<file path="config.mk">
export PLATFORM = sky130hd
export DESIGN_NAME = digital_input_conditioning
export DESIGN_NICKNAME = d
export VERILOG_FILES = /design/src/hw/din_cond_pkg.sv /design/src/hw/input_bit_cond.sv /design/src/hw/digital_input_conditioning.sv
export SDC_FILE = /design/constraint.sdc
export NUM_CORES = 2
export LEC_CHECK = 0
export BUFFER_PORTS_ARGS = -buffer_cell sky130_fd_sc_hd__clkbuf_2
export CAP_MARGIN = 25
export CORE_ASPECT_RATIO = 0.75
export CORE_UTILIZATION = 57
export DETAILED_ROUTE_END_ITERATION = 8
export PLACE_DENSITY = 0.76
export SLEW_MARGIN = 25
export SYNTH_ARGS = -nofsm -noshare
export SYNTH_HDL_FRONTEND = slang
export SYNTH_SLANG_ARGS = --single-unit
</file>
<file path="constraint.sdc">
create_clock -name clk -period 3.1 [get_ports clk]
set_clock_uncertainty 0.1 [all_clocks]
set_input_delay 0.62 -clock clk [delete_from_list [all_inputs] [get_ports clk]]
set_output_delay 0.62 -clock clk [all_outputs]
set_load 0.005 [all_outputs]
</file>
<file path="src/hw/din_cond_pkg.sv">
// Package: register map, layouts and reset values of the input conditioning stage
package din_cond_pkg;

   // ------------------------------------------------------------
   // Sizes
   // ------------------------------------------------------------
   localparam int          NUM_INPUTS   = 32;
   localparam int          SEL_W        = 8;
   localparam logic [7:0]  ENTRY_COUNT  = 8'h08;
   localparam logic [7:0]  ROUTE_COUNT  = 8'h20;

   // ------------------------------------------------------------
   // Register indices (byte address is four times the index)
   // ------------------------------------------------------------
   localparam logic [5:0]  IDX_ENTRY_COUNT   = 6'h00;
   localparam logic [5:0]  IDX_SPECIAL_FN    = 6'h01;
   localparam logic [5:0]  IDX_INVERSION     = 6'h02;
   localparam logic [5:0]  IDX_FORCE_ENABLE  = 6'h03;
   localparam logic [5:0]  IDX_FORCE_VALUE   = 6'h04;
   localparam logic [5:0]  IDX_RAW_LEVEL     = 6'h05;
   localparam logic [5:0]  IDX_THRESHOLD     = 6'h06;
   localparam logic [5:0]  IDX_DIFFERENTIAL  = 6'h07;
   localparam logic [5:0]  IDX_ROUTING_EN    = 6'h08;
   localparam logic [5:0]  IDX_STATUS_WORD   = 6'h09;
   localparam logic [5:0]  IDX_ROUTE_COUNT   = 6'h0f;
   localparam logic [5:0]  IDX_ROUTE_BASE    = 6'h10;
   localparam logic [5:0]  IDX_ROUTE_LAST    = 6'h2f;

   // ------------------------------------------------------------
   // Special function bit positions
   // ------------------------------------------------------------
   localparam int          SF_NEG_LIMIT = 0;
   localparam int          SF_POS_LIMIT = 1;
   localparam int          SF_HOME      = 2;
   localparam int          SF_INTERLOCK = 3;
   localparam int          SF_ACTIVE_W  = 16;

   // ------------------------------------------------------------
   // Reset values
   // ------------------------------------------------------------
   localparam logic [31:0] RST_WORD     = 32'h0000_0000;
   localparam logic [7:0]  RST_SEL      = 8'h00;
   localparam logic [31:0] ERR_WORD     = 32'h0000_0000;

   // ------------------------------------------------------------
   // Carriers
   // ------------------------------------------------------------
   typedef struct packed
   {
      logic        psel;
      logic        penable;
      logic        pwrite;
      logic [7:0]  paddr;
      logic [31:0] pwdata;
   } apb_req_s;

   typedef struct packed
   {
      logic        pready;
      logic        pslverr;
      logic [31:0] prdata;
   } apb_rsp_s;

   typedef struct packed
   {
      logic neg_limit;
      logic pos_limit;
      logic home;
      logic interlock;
   } special_fn_s;

   typedef logic [NUM_INPUTS-1:0][SEL_W-1:0] route_table_t;

   typedef struct packed
   {
      logic [31:0]  special_function_enable;
      logic [31:0]  input_inversion;
      logic [31:0]  force_enable_mask;
      logic [31:0]  forced_input_value;
      logic [31:0]  threshold_select;
      logic [31:0]  differential_mode_select;
      logic [31:0]  routing_enable;
      route_table_t route_sel;
   } cfg_s;

endpackage

</file>
<file path="src/hw/input_bit_cond.sv">
// Per-input conditioning: inversion and software forcing
`timescale 1ns/1ps
module input_bit_cond
(
   input  wire logic [31:0] raw,
   input  wire logic [31:0] invert,
   input  wire logic [31:0] force_en,
   input  wire logic [31:0] force_val,
   input  wire logic [31:0] clk_dir_use,
   output logic      [31:0] processed
);

   // ------------------------------------------------------------
   // Per bit
   // ------------------------------------------------------------
   genvar i;
   generate
      for (i = 0; i < 32; i++)
      begin : g_bit
         // Bit i is input i+1
         always_comb
         begin
            if (force_en[i])
               processed[i] = force_val[i];
            else if (clk_dir_use[i])
               processed[i] = raw[i];
            else
               processed[i] = raw[i] ^ invert[i];
         end
      end
   endgenerate

endmodule

</file>
<file path="src/hw/digital_input_conditioning.sv">
// Digital input conditioning stage with APB register access
// How it works
// - Special function enable bit 0 disables, 1 enables that input's function.
// - Special function enable bits 16 to 31 do nothing.
// - Bit 0 negative limit, 1 positive limit, 2 home, 3 interlock.
// - Inversion 0 passes high as 1; inversion 1 turns high into 0.
// - Inversion hits normal and special inputs, not step-clock or direction inputs.
// - Inversion bit n controls input n+1.
// - Force enable set replaces the pin level by software value.
// - Forced inputs present the matching force value bit.
// - Raw value shows unmodified pin levels.
// - Range bit 0 selects 5 V threshold, 1 selects 24 V.
// - Differential bit 0 single-ended, 1 differential, only where supported.
// - Routing enable 1 makes status word come from routing table.
// - Thirty-two readable, writable 8-bit source selectors for the status word.
//
// Added by the designer: the APB register port and the address map.
`timescale 1ns/1ps
module digital_input_conditioning
#(
   parameter logic [31:0] THRESHOLD_CAPABLE    = 32'hffff_ffff,
   parameter logic [31:0] DIFFERENTIAL_CAPABLE = 32'hffff_ffff
)
(
   input  wire logic                        clk,
   input  wire logic                        reset,
   input  wire din_cond_pkg::apb_req_s      apb_req,
   output din_cond_pkg::apb_rsp_s           apb_rsp,
   input  wire logic [31:0]                 pin_level,
   input  wire logic [31:0]                 clk_dir_use,
   output logic      [31:0]                 input_status_word,
   output din_cond_pkg::special_fn_s        special_fn,
   output logic      [31:0]                 threshold_24v,
   output logic      [31:0]                 differential_en
);

   // ------------------------------------------------------------
   // State
   // ------------------------------------------------------------
   typedef struct packed
   {
      din_cond_pkg::cfg_s        cfg;
      logic [31:0]               raw_level;
      logic [31:0]               status;
      din_cond_pkg::special_fn_s sfn;
      logic [31:0]               thr;
      logic [31:0]               diff;
      logic [31:0]               prdata;
   } state_s;

   state_s      state_ff;
   state_s      nxt_state;
   logic [31:0] processed;
   logic [31:0] routed;
   logic [31:0] rd_word;
   logic [5:0]  idx;
   logic        wr_acc;
   logic        rd_setup;
   logic        mapped;
   logic [4:0]  route_idx;

   // ------------------------------------------------------------
   // Conditioning
   // ------------------------------------------------------------
   input_bit_cond input_bit_cond_i
   (
      .raw       (pin_level),
      .invert    (state_ff.cfg.input_inversion),
      .force_en  (state_ff.cfg.force_enable_mask),
      .force_val (state_ff.cfg.forced_input_value),
      .clk_dir_use (clk_dir_use),
      .processed (processed)
   );

   // ------------------------------------------------------------
   // Routing
   // ------------------------------------------------------------
   genvar r;
   generate
      for (r = 0; r < din_cond_pkg::NUM_INPUTS; r++)
      begin : g_route
         // Source value n selects processed input n; 0 or out of range gives 0
         always_comb
         begin
            if (state_ff.cfg.route_sel[r] != din_cond_pkg::RST_SEL &&
                state_ff.cfg.route_sel[r] <= din_cond_pkg::ROUTE_COUNT)
               routed[r] = processed[5'(state_ff.cfg.route_sel[r] - 8'h01)];
            else
               routed[r] = 1'b0;
         end
      end
   endgenerate

   // ------------------------------------------------------------
   // Bus decode
   // ------------------------------------------------------------
   assign idx       = apb_req.paddr[7:2];
   assign wr_acc    = apb_req.psel & apb_req.penable & apb_req.pwrite;
   assign rd_setup  = apb_req.psel & ~apb_req.penable & ~apb_req.pwrite;
   assign route_idx = 5'(idx - din_cond_pkg::IDX_ROUTE_BASE);

   always_comb
   begin
      mapped  = 1'b1;
      rd_word = din_cond_pkg::ERR_WORD;
      if (idx >= din_cond_pkg::IDX_ROUTE_BASE && idx <= din_cond_pkg::IDX_ROUTE_LAST)
         rd_word = {24'h000000, state_ff.cfg.route_sel[route_idx]};
      else
      begin
         unique case (idx)
            din_cond_pkg::IDX_ENTRY_COUNT:
               rd_word = {24'h000000, din_cond_pkg::ENTRY_COUNT};
            din_cond_pkg::IDX_SPECIAL_FN:
               rd_word = state_ff.cfg.special_function_enable;
            din_cond_pkg::IDX_INVERSION:
               rd_word = state_ff.cfg.input_inversion;
            din_cond_pkg::IDX_FORCE_ENABLE:
               rd_word = state_ff.cfg.force_enable_mask;
            din_cond_pkg::IDX_FORCE_VALUE:
               rd_word = state_ff.cfg.forced_input_value;
            din_cond_pkg::IDX_RAW_LEVEL:
               rd_word = state_ff.raw_level;
            din_cond_pkg::IDX_THRESHOLD:
               rd_word = state_ff.cfg.threshold_select;
            din_cond_pkg::IDX_DIFFERENTIAL:
               rd_word = state_ff.cfg.differential_mode_select;
            din_cond_pkg::IDX_ROUTING_EN:
               rd_word = state_ff.cfg.routing_enable;
            din_cond_pkg::IDX_STATUS_WORD:
               rd_word = state_ff.status;
            din_cond_pkg::IDX_ROUTE_COUNT:
               rd_word = {24'h000000, din_cond_pkg::ROUTE_COUNT};
            default:
               mapped = 1'b0;
         endcase
      end
   end

   // ------------------------------------------------------------
   // Next state
   // ------------------------------------------------------------
   always_comb
   begin
      nxt_state = state_ff;
      // Raw value ignores inversion and forcing
      nxt_state.raw_level = pin_level;
      if (state_ff.cfg.routing_enable[0])
         nxt_state.status = routed;
      else
         nxt_state.status = processed;
      // Only the low four enable bits carry functions; 16..31 never looked at
      nxt_state.sfn.neg_limit = state_ff.cfg.special_function_enable[din_cond_pkg::SF_NEG_LIMIT]
                                & processed[din_cond_pkg::SF_NEG_LIMIT];
      nxt_state.sfn.pos_limit = state_ff.cfg.special_function_enable[din_cond_pkg::SF_POS_LIMIT]
                                & processed[din_cond_pkg::SF_POS_LIMIT];
      nxt_state.sfn.home      = state_ff.cfg.special_function_enable[din_cond_pkg::SF_HOME]
                                & processed[din_cond_pkg::SF_HOME];
      nxt_state.sfn.interlock = state_ff.cfg.special_function_enable[din_cond_pkg::SF_INTERLOCK]
                                & processed[din_cond_pkg::SF_INTERLOCK];
      nxt_state.thr  = state_ff.cfg.threshold_select & THRESHOLD_CAPABLE;
      nxt_state.diff = state_ff.cfg.differential_mode_select
                       & DIFFERENTIAL_CAPABLE;
      // Read data captured in setup, shown from a flop in access
      if (rd_setup)
         nxt_state.prdata = rd_word;
      else
         nxt_state.prdata = din_cond_pkg::ERR_WORD;
      if (wr_acc)
      begin
         if (idx >= din_cond_pkg::IDX_ROUTE_BASE && idx <= din_cond_pkg::IDX_ROUTE_LAST)
            nxt_state.cfg.route_sel[route_idx] = apb_req.pwdata[7:0];
         else
         begin
            unique case (idx)
               din_cond_pkg::IDX_SPECIAL_FN:
                  nxt_state.cfg.special_function_enable = apb_req.pwdata;
               din_cond_pkg::IDX_INVERSION:
                  nxt_state.cfg.input_inversion = apb_req.pwdata;
               din_cond_pkg::IDX_FORCE_ENABLE:
                  nxt_state.cfg.force_enable_mask = apb_req.pwdata;
               din_cond_pkg::IDX_FORCE_VALUE:
                  nxt_state.cfg.forced_input_value = apb_req.pwdata;
               din_cond_pkg::IDX_THRESHOLD:
                  nxt_state.cfg.threshold_select = apb_req.pwdata;
               din_cond_pkg::IDX_DIFFERENTIAL:
                  nxt_state.cfg.differential_mode_select = apb_req.pwdata;
               din_cond_pkg::IDX_ROUTING_EN:
                  nxt_state.cfg.routing_enable = apb_req.pwdata;
               default:
                  nxt_state.cfg = state_ff.cfg;
            endcase
         end
      end
   end

   // ------------------------------------------------------------
   // Registers
   // ------------------------------------------------------------
   always_ff @(posedge clk)
   begin
      if (reset)
      begin
         state_ff.cfg.special_function_enable  <= din_cond_pkg::RST_WORD;
         state_ff.cfg.input_inversion          <= din_cond_pkg::RST_WORD;
         state_ff.cfg.force_enable_mask        <= din_cond_pkg::RST_WORD;
         state_ff.cfg.forced_input_value       <= din_cond_pkg::RST_WORD;
         state_ff.cfg.threshold_select         <= din_cond_pkg::RST_WORD;
         state_ff.cfg.differential_mode_select <= din_cond_pkg::RST_WORD;
         state_ff.cfg.routing_enable           <= din_cond_pkg::RST_WORD;
         state_ff.cfg.route_sel                <= '0;
         state_ff.raw_level                    <= din_cond_pkg::RST_WORD;
         state_ff.status                       <= din_cond_pkg::RST_WORD;
         state_ff.sfn                          <= '0;
         state_ff.thr                          <= din_cond_pkg::RST_WORD;
         state_ff.diff                         <= din_cond_pkg::RST_WORD;
         state_ff.prdata                       <= din_cond_pkg::RST_WORD;
      end
      else
         state_ff <= nxt_state;
   end

   // ------------------------------------------------------------
   // Outputs
   // ------------------------------------------------------------
   always_comb
   begin
      apb_rsp.pready  = apb_req.psel & ~apb_req.penable ? 1'b0 : 1'b1;
      apb_rsp.pslverr = apb_req.psel & apb_req.penable & ~mapped;
      apb_rsp.prdata  = state_ff.prdata;
   end

   assign input_status_word = state_ff.status;
   assign special_fn        = state_ff.sfn;
   assign threshold_24v     = state_ff.thr;
   assign differential_en   = state_ff.diff;

endmodule

</file>
# ---- After elaboration in Yosys (flattened, before gate mapping)
# Index checks and enable logic that the tools add are counted.
dict set report classes {
  eq_ne 10
  n_bitwise 46
  muxes 171
  magnitude_cmp 68
  n_reduce_logical 78
  n_addsub 33
}
# op n
set op_table {}
lappend op_table {{32-bit case mux with 11 select lines} 1}
lappend op_table {{256-bit bitwise mux} 1}
lappend op_table {{8-bit by 6-bit less-or-equal comparator with 1-bit output, second input constant} 32}
lappend op_table {{8-bit nonzero test} 32}
lappend op_table {{5-bit by 6-bit less-than comparator with 1-bit output, second input constant} 33}
lappend op_table {{1-bit binary-select mux with 5-bit select} 32}
lappend op_table {{5-bit by 1-bit subtractor with 5-bit output, second input constant} 32}
lappend op_table {{1-bit two-way mux} 131}
lappend op_table {{8-bit binary-select mux with 5-bit select} 1}
lappend op_table {{8-bit demux with 5-bit select} 1}
lappend op_table {{1-bit logical AND} 34}
lappend op_table {{32-bit two-way mux} 1}
lappend op_table {{1-bit bitwise XOR} 32}
lappend op_table {{6-bit by 3-bit == test with 1-bit output, second input constant} 4}
lappend op_table {{8-bit two-way mux} 3}
lappend op_table {{3-bit AND reduction} 7}
lappend op_table {{6-bit by 4-bit == test with 1-bit output, second input constant} 3}
lappend op_table {{6-bit by 2-bit == test with 1-bit output, second input constant} 2}
lappend op_table {{11-bit OR reduction} 1}
lappend op_table {{1-bit AND} 9}
lappend op_table {{6-bit by 1-bit == test with 1-bit output, second input constant} 1}
lappend op_table {{6-bit by 5-bit >= comparator with 1-bit output, second input constant} 1}
lappend op_table {{6-bit less-or-equal comparator, second input constant} 1}
lappend op_table {{6-bit zero test} 1}
lappend op_table {{6 further kinds} 10}
dict set report totals {
  word_cells 455
  out_inout_bits 134
  reg_bits 644
  inputBits 109
}

# ---- Logic depth before layout (Yosys ltp)
dict set report depth {
  ltp_word 7
  depth_mapped 11
  depth_no_buf 9
}

# ---- Cells and area by module
# From an unflattened synthesis, not the netlist that was laid out.
dict set report unflattened {
  cells_unflattened 4091
  area_unflattened_um2 38306.7
}
# module area_each_um2 n_inst cells_per_inst seq_area_each_um2
set modules_own_cells {}
lappend modules_own_cells {digital_input_conditioning 37305.8 1 3963 12892.4}
lappend modules_own_cells {input_bit_cond 1001.0 1 128 0.0}

# ---- Worst setup path after synthesis
# No wires, ideal clock.
dict set report synth_timing {
  path_kind {flip-flop to flip-flop}
  from {reg state_ff[228] (netlist bit)}
  to {reg state_ff (netlist bit input_status_word[8])}
  path_buffers 2
  slack_ns 0.242
  setup_ns 0.086
  path_stages_with_launch 12
  arrival_time_ns 2.673
  synth_period_minus_slack_ns 2.858
  t_required_ns 2.914
  path_cell_list {dfxtp_1 > clkbuf_1 > inv_1 > ha_1 > buf_2 > nor3b_1 > xnor2_1 > nor2_1 > o2111ai_1 > o21ai_0 > or4_1 > a211oi_1}
}
dict set report synth_via {
  elab_chain_len 5
  word_cells_on_any_way 8
  cone_classes {add/sub (1); order compare (1); mux (4); reduce/logical (2)}
}
# item line_no
set synth_rtl {}
lappend synth_rtl {{from (decl)} digital_input_conditioning.sv:51} ;# state_s state_ff;
lappend synth_rtl {{from (signal assigned)} digital_input_conditioning.sv:219} ;# state_ff <= nxt_state;
lappend synth_rtl {{5-bit by 1-bit subtractor with 5-bit output} digital_input_conditioning.sv:87} ;# routed[r] = processed[5'(state_ff.cfg.route_sel[r] - 8'h01)];
lappend synth_rtl {{1-bit binary-select mux with 5-bit select} digital_input_conditioning.sv:87}
lappend synth_rtl {{1-bit two-way mux (implied by the code)} digital_input_conditioning.sv:87}
lappend synth_rtl {{1-bit two-way mux *} digital_input_conditioning.sv:85} ;# if (state_ff.cfg.route_sel[r] != din_cond_pkg::RST_SEL &&
lappend synth_rtl {{32-bit two-way mux *} digital_input_conditioning.sv:147} ;# if (state_ff.cfg.routing_enable[0])
# Every way passes the cells marked *; elsewhere a longest branch is shown, timed or not. The select of a mux whose other input is x is not followed.
# A chain may end at the register's enable or synchronous reset.

# ---- Worst setup path after layout
dict set report layout_timing {
  from {reg state_ff[181] (netlist bit)}
  to {reg state_ff (netlist bit input_status_word[2])}
}
# The elaborated chain is that of the path after synthesis.

==> reports/summary.txt <==
Clock sinks - 644
IO Pins - 243
Vias/cell - 6.850
Setup Viol. Count Final - 0
Die footprint - 0.07553 mm2
First-pass GRT wire length - 243300 um
Mapped Cells - 5366
Clk root buf - clkbuf_16
Peak Freq - 344.9 MHz
Average wire per cell in the routed design - 26.12 um
Least-Margin Pin Slew - 1.004 ns
Reg clk slew, reported paths - 0.06 ns
Ranking of synthesized cells by area - dfxtp_1 (30%), mux2i_1 (7.6%), nand2_1 (6.3%), mux4_2 (5.6%), nor2_1 (5.3%)
Register bit total from synthesis - 644
Setup CP Type - reg2reg
Status - completed
Grt total ovfl - 0
Initial antenna violation count - 4
MaxCap Viol Count - 0
Die Span Y - 238.3 um
Placed cell area - 0.04534 mm2
Slew HR - 0.3309
PD cells - 400.2 mW/mm2
Layout Nets - 5495
HPWL Detailed - 110100 um
Synth top area share - 0.3039
Initial Util - 0.5772
# port buffers - 240
Post-DRT Antenna Nets - 0
CP Launch Type - flop
Initial drt markers - 7599
CP Capture Type - flop
Met3 usage - 0.1253
Num CTS Buffers - 69
M1 GR Usage - 0.5804
Via count - 43.69k
Drt first pass iters - 9
Final WL - 166600 um
Post-route cell area - 0.04779 mm2
Synth warn - 0
Setup TNS - 0 ns
Crit share post-route - 0.9353
Critical Path RT - 3.53 ns
Setup repair bufs after CTS - 0
Worst skew pair latency - 0.65 ns
P_leak - 16.24 nW
Syn_nets - 5508
Cell taking the most area after synthesis - dfxtp_1
Clk buf depth - 3
Reg2Reg Depth - 9
RSZ-0062 raised after global routing - no
Hold WS - 0.1294 ns
Worst hold path stage count - 2
VDD IR max - 467.6 uV
Avg Cell Area, Syn - 7.906 um2
CTS tree - built
Post-layout minimum cycle time - 2.899 ns
H-tree levels - 3
Share of layout cells above drive strength 1 - 0.1694
Fraction of registers with async set/reset - 0
Fin. max-slew vios - 0
Hold Path Class - in2reg
Die width - 317.0 um
Routability congestion estimate - 1.045
Std cell rows - 86
Top FF cell, synth - dfxtp_1
Yosys cell types - 88
Hold Vio Cnt, Final - 0
Total Routing Usage GR - 0.4239
FILL cells - 6233
Largest net degree at the start of global routing - 190
GR Util met2 - 0.5870
Sequential fraction of the synthesis area - 0.3039
Placeable Area - 0.07349 mm2
Critical path fanouts, max - 6
Most frequent cells in the layout - nand2_1 (710), dfxtp_1 (644), nor2_1 (595)
Vias in the first global route - 38.71k
Commonest non-fill, non-tap cell in the layout - nand2_1
Synth-to-layout area growth - 12.66%
Synthesized cell area - 0.04242 mm2
GRT Max-Usage Layer - met2
Critical path arrival - 3.33 ns
Post-route DRC - 0
Worst R2R Setup Slack - 0.20 ns
EDFF count, synth - 0
-- power breakdown --
part	switching, mW	internal, mW
Sequential	0.0704	8.33
Combinational	1.22	0.567
Clock	3.70	5.24
-- state kept, by name (all words and copies together), names as in the netlist --
register / cells
input_status_word: 32
special_fn: 4
nxt_state: 64
threshold_24v: 32
state_ff: 448
apb_rsp: 32
differential_en: 32
-- per-stage QoR --
stage / total power, mW / utilization / cells / setup WS, ns
4_1_cts: 19.06 / 0.6500 / 6374 / 0.2285
6_report: 19.13 / 0.6503 / 6379 / 0.2005
5_1_grt: 19.49 / 0.6502 / 6376 / 0.01487
3_3_place_gp: 10.24 / 0.6169 / 6250 / 0.07501
2_1_floorplan: 9.402 / - / 5366 / 0.2419
3_5_place_dp: 10.26 / 0.6170 / 6250 / 0.02890
-- layer usage --
layer	part of all wire	vias to the layer above	routed length, um
met2	0.40	3418	66920
li1	-	19220	-
met4	0.064	0	10680
met1	0.38	20360	63950
met5	0	-	0
met3	0.15	704	25050
-- final timing paths --
path / startpoint / endpoint
max reg2reg: state_ff[181] / input_status_word[2]
max: state_ff[181] / input_status_word[2]
min: pin_level[8] / state_ff[140]
min reg2reg: state_ff[430] / state_ff[430]
-- cell usage after synthesis (14+ instances only) --
cell type and n:
o221ai_1 27, and3_1 44, or4_1 39, o211ai_1 76
mux2_2 23, buf_4 136, nand4_1 17, a2111oi_0 63
dfxtp_1 644, nor2b_1 185, mux2i_1 321, nor3b_1 43
clkbuf_1 423, o32ai_1 14, a211oi_1 66, nand3_1 68
or2_2 19, inv_1 101, mux4_2 106, xnor2_1 77
buf_1 21, a221oi_1 43, nor2_2 16, a31oi_1 42
ha_1 33, nand2b_1 94, a21oi_1 380, o22ai_1 91
a22o_1 27, o41ai_1 22, nor3_1 87, nand2_1 710
o21ai_0 155, a222oi_1 35, nor2_1 602, o31ai_1 45
buf_2 52, o2111ai_1 50, nor4_1 28, o311ai_0 16
a22oi_1 65, xor2_1 72
-- logic make-up after synthesis --
group,after synthesis,synth area share
AND/OR/NAND/NOR,2010,0.2199
AO/OA/AOI/OAI,1331,0.2155
buffers and inverters,745,0.08022
flip-flops,644,0.3039
multiplexers,450,0.1381
XOR/XNOR,153,0.03256
adder cells (fa/ha/maj),33,0.009733
-- worst max-delay path, stage by stage (launching register included) --
cell	delay, ns
dfxtp_1	0.37
inv_1	0.08
ha_1	0.27
nor3b_1	0.53
xnor2_1	0.30
nor2_1	0.16
o2111ai_1	0.13
o21ai_0	0.12
or4_1	0.52
a222oi_1	0.22
-- area by class of cell --
cell class | instances | area (um2) | area share
Antenna cell | 5 | 12.51 | 0.0002618
Clock buffer | 93 | 1958 | 0.04097
Clock inverter | 31 | 464.2 | 0.009712
Inverter | 108 | 405.4 | 0.008482
Multi-Input combinational cell | 3977 | 26460 | 0.5536
Sequential cell | 644 | 12890 | 0.2697
Tap cell | 968 | 1211 | 0.02534
Timing Repair Buffer | 553 | 4392 | 0.09189
-- timing repair --
item | 4_1_cts | 5_1_grt
gates resized for setup | 0 | 2
hold buffers | 0 | 0
hold endpoints to repair | 0 | 0
setup endpoints to repair | 0 | 2
No activity file was read; power rests on OpenSTA's default activity.
